==> src/bss_pkg.sv <==
// Constants and enumerations shared by the boot source selection files
package bss_pkg;

  // Option bit positions and count
  localparam int unsigned NVB_W        = 2;
  localparam int unsigned NVB_SECURITY = 0;
  localparam int unsigned NVB_BOOT     = 1;

  // Option bits after power-up: ROM boot, security off
  localparam logic [1:0] NVB_RESET = 2'h0;

  // Fixed fetch address of the first instruction
  localparam logic [31:0] BOOT_ADDR = 32'h0000_0000;

  // Boot source encodings on the map output
  localparam logic BOOT_SRC_ROM   = 1'b0;
  localparam logic BOOT_SRC_FLASH = 1'b1;

  // Clock rate and least wipe hold time
  localparam int unsigned CLK_KHZ     = 125000;
  localparam int unsigned WIPE_MIN_MS = 200;
  // Least hold rounded up to whole cycles
  localparam int unsigned WIPE_CYCLES = WIPE_MIN_MS * CLK_KHZ;
  // Counter width wide enough for WIPE_CYCLES
  localparam int unsigned WIPE_CNT_W  = 25;

  // Wipe sequence states
  typedef enum logic [0:0] {
    BSS_WIPE_IDLE  = 1'b0,
    BSS_WIPE_ARMED = 1'b1
  } bss_wipe_st_t;

endpackage

==> src/bss_wipe_if.sv <==
// Carrier between the controller and the wipe hold timer
`timescale 1ns/1ns
`default_nettype none
interface bss_wipe_if;
  logic wipe_level;   // Wipe pin level, high while asserted
  logic wipe_done;    // One-cycle pulse when hold time is met

  // Timer side
  modport timer (input wipe_level, output wipe_done);
  // Controller side
  modport ctrl (output wipe_level, input wipe_done);
endinterface
`default_nettype wire

==> src/bss_top.sv <==
// Boot source selection: option bits, boot map, security gate
// Summary of operation
// - Two option bits, set by command; only the boot bit cleared by command
// - First fetch always at address zero
// - Bit one set maps flash at zero
// - Bit one clear maps ROM at zero
// - ROM boot is the power-up default
// - Wipe pin clears boot bit to ROM
// - Security bit blocks debug and parallel access
// - Security set by command, cleared by wipe+erase
`timescale 1ns/1ns
`default_nettype none
module bss_top
  import bss_pkg::*;
#(
  parameter int unsigned WIPE_HOLD = bss_pkg::WIPE_CYCLES
) (
  input  wire logic        core_clk,
  input  wire logic        rst,
  input  wire logic        sys_rst_req,
  input  wire logic        cmd_valid,
  input  wire logic        cmd_set,
  input  wire logic [0:0]  cmd_bit,
  input  wire logic        full_erase_done,
  input  wire logic        wipe_pin,
  input  wire logic        dbg_req,
  input  wire logic        ffpi_req,
  output logic [1:0]       nv_option_bit,
  output logic             boot_src,
  output logic [31:0]      boot_fetch_addr,
  output logic             security_on,
  output logic             dbg_grant,
  output logic             ffpi_grant,
  output logic             cmd_done,
  output logic             cmd_err,
  output logic             erase_req
);

  // Whole controller state
  typedef struct packed {
    logic [NVB_W-1:0] nv;         // Option bits
    bss_wipe_st_t     st;         // Wipe sequence state
    logic             boot_src;   // Memory mapped at zero
    logic [31:0]      fetch;      // First fetch address
    logic             dbg_g;      // Debug port grant
    logic             ffpi_g;     // Parallel port grant
    logic             done;       // Command accepted pulse
    logic             err;        // Command refused pulse
    logic             erase_req;  // Full erase request pulse
  } bss_state_t;

  bss_state_t s_r;
  bss_state_t s_nxt;

  bss_wipe_if wif ();

  // Pin level straight to the hold timer
  assign wif.wipe_level = wipe_pin;

  // Hold timer for the wipe pin
  bss_wipe_timer #(
    .WIPE_HOLD (WIPE_HOLD)
  ) u_wipe (
    .core_clk (core_clk),
    .rst      (rst),
    .wif      (wif)
  );

  // Command decodes
  logic set_sec;    // Set security bit
  logic set_boot;   // Set boot bit
  logic clr_boot;   // Clear boot bit
  logic clr_sec;    // Refused clear of security bit
  logic erase_clr;  // Erase completes an armed wipe

  always_comb begin
    set_sec   = cmd_valid && cmd_set && (cmd_bit == 1'(NVB_SECURITY));
    set_boot  = cmd_valid && cmd_set && (cmd_bit == 1'(NVB_BOOT));
    clr_boot  = cmd_valid && !cmd_set && (cmd_bit == 1'(NVB_BOOT));
    clr_sec   = cmd_valid && !cmd_set && (cmd_bit == 1'(NVB_SECURITY));
    erase_clr = (s_r.st == BSS_WIPE_ARMED) && full_erase_done;
  end

  // Next state
  always_comb begin
    s_nxt           = s_r;
    s_nxt.done      = 1'b0;
    s_nxt.err       = 1'b0;
    s_nxt.erase_req = 1'b0;
    s_nxt.fetch     = BOOT_ADDR;

    if (cmd_valid) begin
      s_nxt.done = !clr_sec;
      s_nxt.err  = clr_sec;
    end
    if (clr_boot || wif.wipe_done) begin
      s_nxt.nv[NVB_BOOT] = 1'b0;
    end
    // Set wins over a same-cycle clear
    if (set_boot) begin
      s_nxt.nv[NVB_BOOT] = 1'b1;
    end

    // wipe then full erase clears security
    case (s_r.st)
      BSS_WIPE_IDLE: begin
        if (wif.wipe_done) begin
          s_nxt.st        = BSS_WIPE_ARMED;
          s_nxt.erase_req = 1'b1;
        end
      end
      BSS_WIPE_ARMED: begin
        if (full_erase_done) begin
          s_nxt.st               = BSS_WIPE_IDLE;
          s_nxt.nv[NVB_SECURITY] = 1'b0;
        end
      end
      default: begin
        s_nxt.st = BSS_WIPE_IDLE;
      end
    endcase
    // security set only by command, set wins
    if (set_sec) begin
      s_nxt.nv[NVB_SECURITY] = 1'b1;
    end

    // map follows the boot bit only in reset
    if (sys_rst_req) begin
      // flash when set, ROM when clear
      s_nxt.boot_src = s_r.nv[NVB_BOOT] ? BOOT_SRC_FLASH : BOOT_SRC_ROM;
    end

    s_nxt.dbg_g  = dbg_req && !s_r.nv[NVB_SECURITY];
    s_nxt.ffpi_g = ffpi_req && !s_r.nv[NVB_SECURITY];
  end

  // State register
  always_ff @(posedge core_clk or posedge rst) begin
    if (rst) begin
      s_r.nv        <= NVB_RESET;
      s_r.st        <= BSS_WIPE_IDLE;
      s_r.boot_src  <= BOOT_SRC_ROM;
      s_r.fetch     <= BOOT_ADDR;
      s_r.dbg_g     <= 1'b0;
      s_r.ffpi_g    <= 1'b0;
      s_r.done      <= 1'b0;
      s_r.err       <= 1'b0;
      s_r.erase_req <= 1'b0;
    end else begin
      s_r <= s_nxt;
    end
  end

  // Outputs straight from the state flops
  assign nv_option_bit   = s_r.nv;
  assign boot_src        = s_r.boot_src;
  assign boot_fetch_addr = s_r.fetch;
  assign security_on     = s_r.nv[NVB_SECURITY];
  assign dbg_grant       = s_r.dbg_g;
  assign ffpi_grant      = s_r.ffpi_g;
  assign cmd_done        = s_r.done;
  assign cmd_err         = s_r.err;
  assign erase_req       = s_r.erase_req;

  // Checks on the design's own behaviour
  set_cmd_a: assert property (@(posedge core_clk) disable iff (rst)
    cmd_valid && cmd_set |=> nv_option_bit[$past(cmd_bit)] && cmd_done)
    else $error("set command did not set its bit");

  clr_boot_a: assert property (@(posedge core_clk) disable iff (rst)
    clr_boot |=> !nv_option_bit[NVB_BOOT] && cmd_done)
    else $error("clear command did not clear boot bit");

  fetch_addr_a: assert property (@(posedge core_clk) disable iff (rst)
    ##1 boot_fetch_addr == BOOT_ADDR)
    else $error("first fetch address is not zero");

  map_flash_a: assert property (@(posedge core_clk) disable iff (rst)
    sys_rst_req && nv_option_bit[NVB_BOOT] |=> boot_src == BOOT_SRC_FLASH)
    else $error("flash not mapped with boot bit set");

  map_rom_a: assert property (@(posedge core_clk) disable iff (rst)
    sys_rst_req && !nv_option_bit[NVB_BOOT] |=> boot_src == BOOT_SRC_ROM)
    else $error("ROM not mapped with boot bit clear");

  rom_default_a: assert property (@(posedge core_clk)
    rst |=> !nv_option_bit[NVB_BOOT] && boot_src == BOOT_SRC_ROM)
    else $error("power-up default is not ROM boot");

  wipe_boot_a: assert property (@(posedge core_clk) disable iff (rst)
    wif.wipe_done && !set_boot |=> !nv_option_bit[NVB_BOOT] && erase_req)
    else $error("wipe did not clear boot bit");

  sec_block_a: assert property (@(posedge core_clk) disable iff (rst)
    nv_option_bit[NVB_SECURITY] |=> !dbg_grant && !ffpi_grant)
    else $error("access granted while secured");

  sec_hold_a: assert property (@(posedge core_clk) disable iff (rst)
    nv_option_bit[NVB_SECURITY] && !erase_clr |=> nv_option_bit[NVB_SECURITY])
    else $error("security bit cleared without wipe and erase");

  sec_clr_a: assert property (@(posedge core_clk) disable iff (rst)
    clr_sec |=> cmd_err && !cmd_done)
    else $error("security clear command not refused");

  map_frozen_a: assert property (@(posedge core_clk) disable iff (rst)
    !sys_rst_req |=> $stable(boot_src))
    else $error("boot map changed outside reset");

endmodule
`default_nettype wire

==> src/bss_wipe_timer.sv <==
// Wipe pin hold timer: pulses once per long enough assertion
`timescale 1ns/1ns
`default_nettype none
module bss_wipe_timer
  import bss_pkg::*;
#(
  parameter int unsigned WIPE_HOLD = bss_pkg::WIPE_CYCLES
) (
  input  wire logic core_clk,
  input  wire logic rst,
  bss_wipe_if.timer wif
);

  // Timer state
  typedef struct packed {
    logic [WIPE_CNT_W-1:0] cnt;    // Cycles the pin has been high
    logic                  fired;  // Pulse already given this assertion
    logic                  done;   // Hold met pulse
  } bss_tmr_t;

  bss_tmr_t s_r;
  bss_tmr_t s_nxt;

  localparam logic [WIPE_CNT_W-1:0] HOLD_LAST = WIPE_CNT_W'(WIPE_HOLD - 1);

  // Next state: count while high, restart on release
  always_comb begin
    s_nxt      = s_r;
    s_nxt.done = 1'b0;
    if (!wif.wipe_level) begin
      s_nxt.cnt   = '0;
      s_nxt.fired = 1'b0;
    end else if (!s_r.fired) begin
      if (s_r.cnt == HOLD_LAST) begin
        s_nxt.done  = 1'b1;
        s_nxt.fired = 1'b1;
      end else begin
        s_nxt.cnt = s_r.cnt + 1'b1;
      end
    end
  end

  // State register
  always_ff @(posedge core_clk or posedge rst) begin
    if (rst) begin
      s_r <= '0;
    end else begin
      s_r <= s_nxt;
    end
  end

  assign wif.wipe_done = s_r.done;

endmodule
`default_nettype wire

==> config.mk <==
export PLATFORM = sky130hd
export DESIGN_NAME = bss_top
export DESIGN_NICKNAME = d
export VERILOG_FILES = /design/src/bss_pkg.sv /design/src/bss_wipe_if.sv /design/src/bss_top.sv /design/src/bss_wipe_timer.sv
export SDC_FILE = /design/constraint.sdc
export NUM_CORES = 1
export LEC_CHECK = 0
export BUFFER_PORTS_ARGS = -buffer_cell sky130_fd_sc_hd__buf_2
export CORE_MARGIN = 4
export CORE_UTILIZATION = 57
export DETAILED_ROUTE_END_ITERATION = 8
export GPL_TIMING_DRIVEN = 0
export PLACE_DENSITY_LB_ADDON = 0.12
export SYNTH_ARGS = -nofsm -noshare
export SYNTH_HDL_FRONTEND = slang
export SYNTH_SLANG_ARGS = --single-unit
==> constraint.sdc <==
create_clock -name core_clk -period 3.22 [get_ports core_clk]
set_input_delay 0.644 -clock core_clk [delete_from_list [all_inputs] [get_ports core_clk]]
set_output_delay 0.644 -clock core_clk [all_outputs]
set_load 0.02 [all_outputs]
==> run metrics <==
crit path kind register to register; maximum VDD drop 219 uV; FP Rows 21; gp weighted congestion 0.856; Worst Tran Pin Value 765 ps; post-route clock skew 5.72 ps; Routed WL per cell 11.9 um; Compound-Gate Fraction of Synth Area 0.0960; Final period util 0.644; total grt overflow 0; CP Max Fanout 10; Post-synth EDFFs 0; headroom to the max-slew limit 0.489; leakage power total 1.17 nW; Distinct cells, synth 43; total core area 3360 um^2; Power Total 0.876 mW; post-CTS setup buffers 0; remaining routing DRC violations 0; nets 269; post-synth top area cell dfrtp_1; DR vias 1491; initial core utilization 0.597; portion of netlist area occupied by mux cells 0.00561; Port Buffers 18; root buffer cell clkbuf_4; Clk pwr share 0.285; status finished, final reports clean; hold slack 408 ps; top-count cell post-synth dfrtp_1; gr usage total 0.184; first-pass GRT wire length 6.24 mm; # Max-Cap Violations 0; Yosys warnings 0; H-tree depth 2; Min-Delay Path Class input pin to async pin; WL final 3.63 mm; Required @ worst endpoint 3450 ps; largest family of logic cells by synthesized area simple AND/OR/NAND/NOR gates; initial antenna violation count 0; crit-path cells ha_1 -> nand2_1 -> or4_4 -> o21bai_4 -> buf_6 -> xor2_1 -> nor2_1; vias in the first global route 1408; max incr delay on CP 620 ps; DR iter-0 viols 56; antenna-violating nets left 0; Post-Synth Adder-Cell Area 0.00623; top_reg_cell synth dfrtp_1; Vias/cell 4.89; mapped cell area 2010 um^2; die width 67.3 um; Seq pwr share 0.546; final-report hold violation count 0; slowest CP cell or4_4; Fin Setup TNS 0 ps; worst-skew pair later-pin latency 340 ps; post_cts resized 0; area grow syn2layout 16.2%; Mapped Cells 202; area of the die 4530 um^2; RSZ-0062 raised after global routing no; switching pwr 0.247 mW; part of the power in combinational logic 0.169; largest net degree at the start of global routing 37; fin area 2330 um^2; CP Data Arrival Time 2300 ps; CP endpoint kind register; share of layout cells above drive strength 1 0.274; commonest cells in the netlist dfrtp_1, buf_4, nor2_1; first drt pass iteration count 4; Synth Area in XOR/XNOR 0.0611; Clock Pin Slew Worst Setup and Hold Paths 110 ps; fillers 296; clock sink count 36; Ports 51; PD cells 375 nW/um^2; Post-Place Cell Area 2270 um^2; deepest clock path buffer count 2; internal power 0.629 mW; setup violators final 0; post-synthesis sequential area ratio 0.449; die height 67.3 um; CTS tree yes; Hold Buf Count CTS 0; Avg Synthesized Cell Area 9.94 um^2; Detailed Place HPWL 2.76 mm; f_max 483 MHz; post-synth top area share 0.449; TritonCTS Buffers 5; largest cells by area after synthesis dfrtp_1, buf_4, xor2_1; # diodes 0; register bit total from synthesis 36; Startpoint Class register; min Tclk post-route 2070 ps; FFs w/ async S/R, synth 1.00; simple-gate share of the synthesized area 0.234; fin. max-slew vios 0; Net Sw Frac 0.282
[cell families after synthesis]
group,Yosys count
AOI/OAI and AO/OA,26
xor gates and xnor gates,14
adders and majority gates,1
buffers and inverters,42
DFF,36
muxes,1
other,1
and+or+nand+nor,81
[worst paths after layout]
path,from,endpoint,slack (ps),cells past startpoint
setup / recovery,u_wipe.s_r[2],u_wipe.s_r[2],1150,7
hold / removal,rst,u_wipe.s_r[12],410,2
setup reg to reg,u_wipe.s_r[2],u_wipe.s_r[2],1150,7
hold reg to reg,s_r[38],erase_req,460,1
max in group asynchronous,rst,u_wipe.s_r[23],2350,2
min in group core_clk,s_r[38],erase_req,460,1
[power by group through the flow]
stage          clock, mW  sequential, mW  combinational, mW
2_1_floorplan          0           0.499              0.104
3_5_place_dp           0           0.487              0.148
6_report           0.249           0.478              0.148
3_3_place_gp           0           0.487              0.146
4_1_cts            0.259           0.478              0.148
5_1_grt            0.282           0.481              0.163
[per-layer routing]
metal,wire length [um],share of wire,vias up,GRT usage
li1,-,-,752,-
met1,1510,0.42,681,0.218
met2,1790,0.49,46,0.306
met3,231,0.064,12,0.0433
met4,104,0.029,0,0.104
met5,0,0,-,0
[stage by stage]
stage	instances	setup WS [ps]	utilization
after floorplan	233	1360	-
after global placement	297	1210	0.675
after detailed placement	297	1170	0.675
after CTS	305	1150	0.693
after global routing	305	984	0.693
final	305	1150	0.693
[critical path, delay by kind of cell, from the launching register on]
| kind | cells | cell delay, ps |
|---|---|---|
| fa+ha+maj | 1 | 250 |
| xor+xnor | 1 | 160 |
| compound gates | 1 | 160 |
| flops | 1 | 400 |
| buf+inv | 1 | 160 |
| simple gates | 3 | 820 |
[sequential cells by signal, summed over array words and instances (netlist names)]
name / flops
dbg_grant: 1
erase_req: 1
u_wipe.s_r: 26
nv_option_bit: 2
cmd_err: 1
ffpi_grant: 1
boot_src: 1
cmd_done: 1
u_wipe.wif.wipe_done: 1
s_r: 1
[cell type report]
| cell class | instances | area, um^2 | share of cell area |
|---|---|---|---|
| Clock inverter | 2 | 10.0 | 0.00429 |
| Timing Repair Buffer | 18 | 90.1 | 0.0386 |
| Clock buffer | 6 | 51.3 | 0.0220 |
| Multi-Input combinational cell | 155 | 928 | 0.398 |
| Buffer | 38 | 279 | 0.120 |
| Tap cell | 46 | 57.6 | 0.0247 |
| Sequential cell | 36 | 901 | 0.386 |
| Inverter | 4 | 15.0 | 0.00644 |
[cell usage in the layout (no fill, tap or decap), drive strengths merged]
cell	Yosys	routed
nand3	13	13
nor2b	4	4
o311ai	1	1
buf	36	54
nor2	17	17
nor4bb	1	1
nand2b	4	4
or3	5	5
nand3b	1	1
o21ai	6	6
nor4	2	2
xnor2	2	2
mux2	1	1
o41ai	1	1
and2	2	2
clkbuf	2	8
xor2	12	12
o21a	1	1
nand2	13	13
conb	1	32
dfrtp	36	36
a32o	1	1
nor3	1	1
nor3b	2	2
nor4b	2	2
o21bai	2	2
o31ai	4	4
and3	3	3
a21oi	6	6
and4	2	2
or4	3	3
inv	4	4
clkinv	0	2
o211ai	4	4
ha	1	1
nand4	6	6
(Power assumes the default switching activity.)
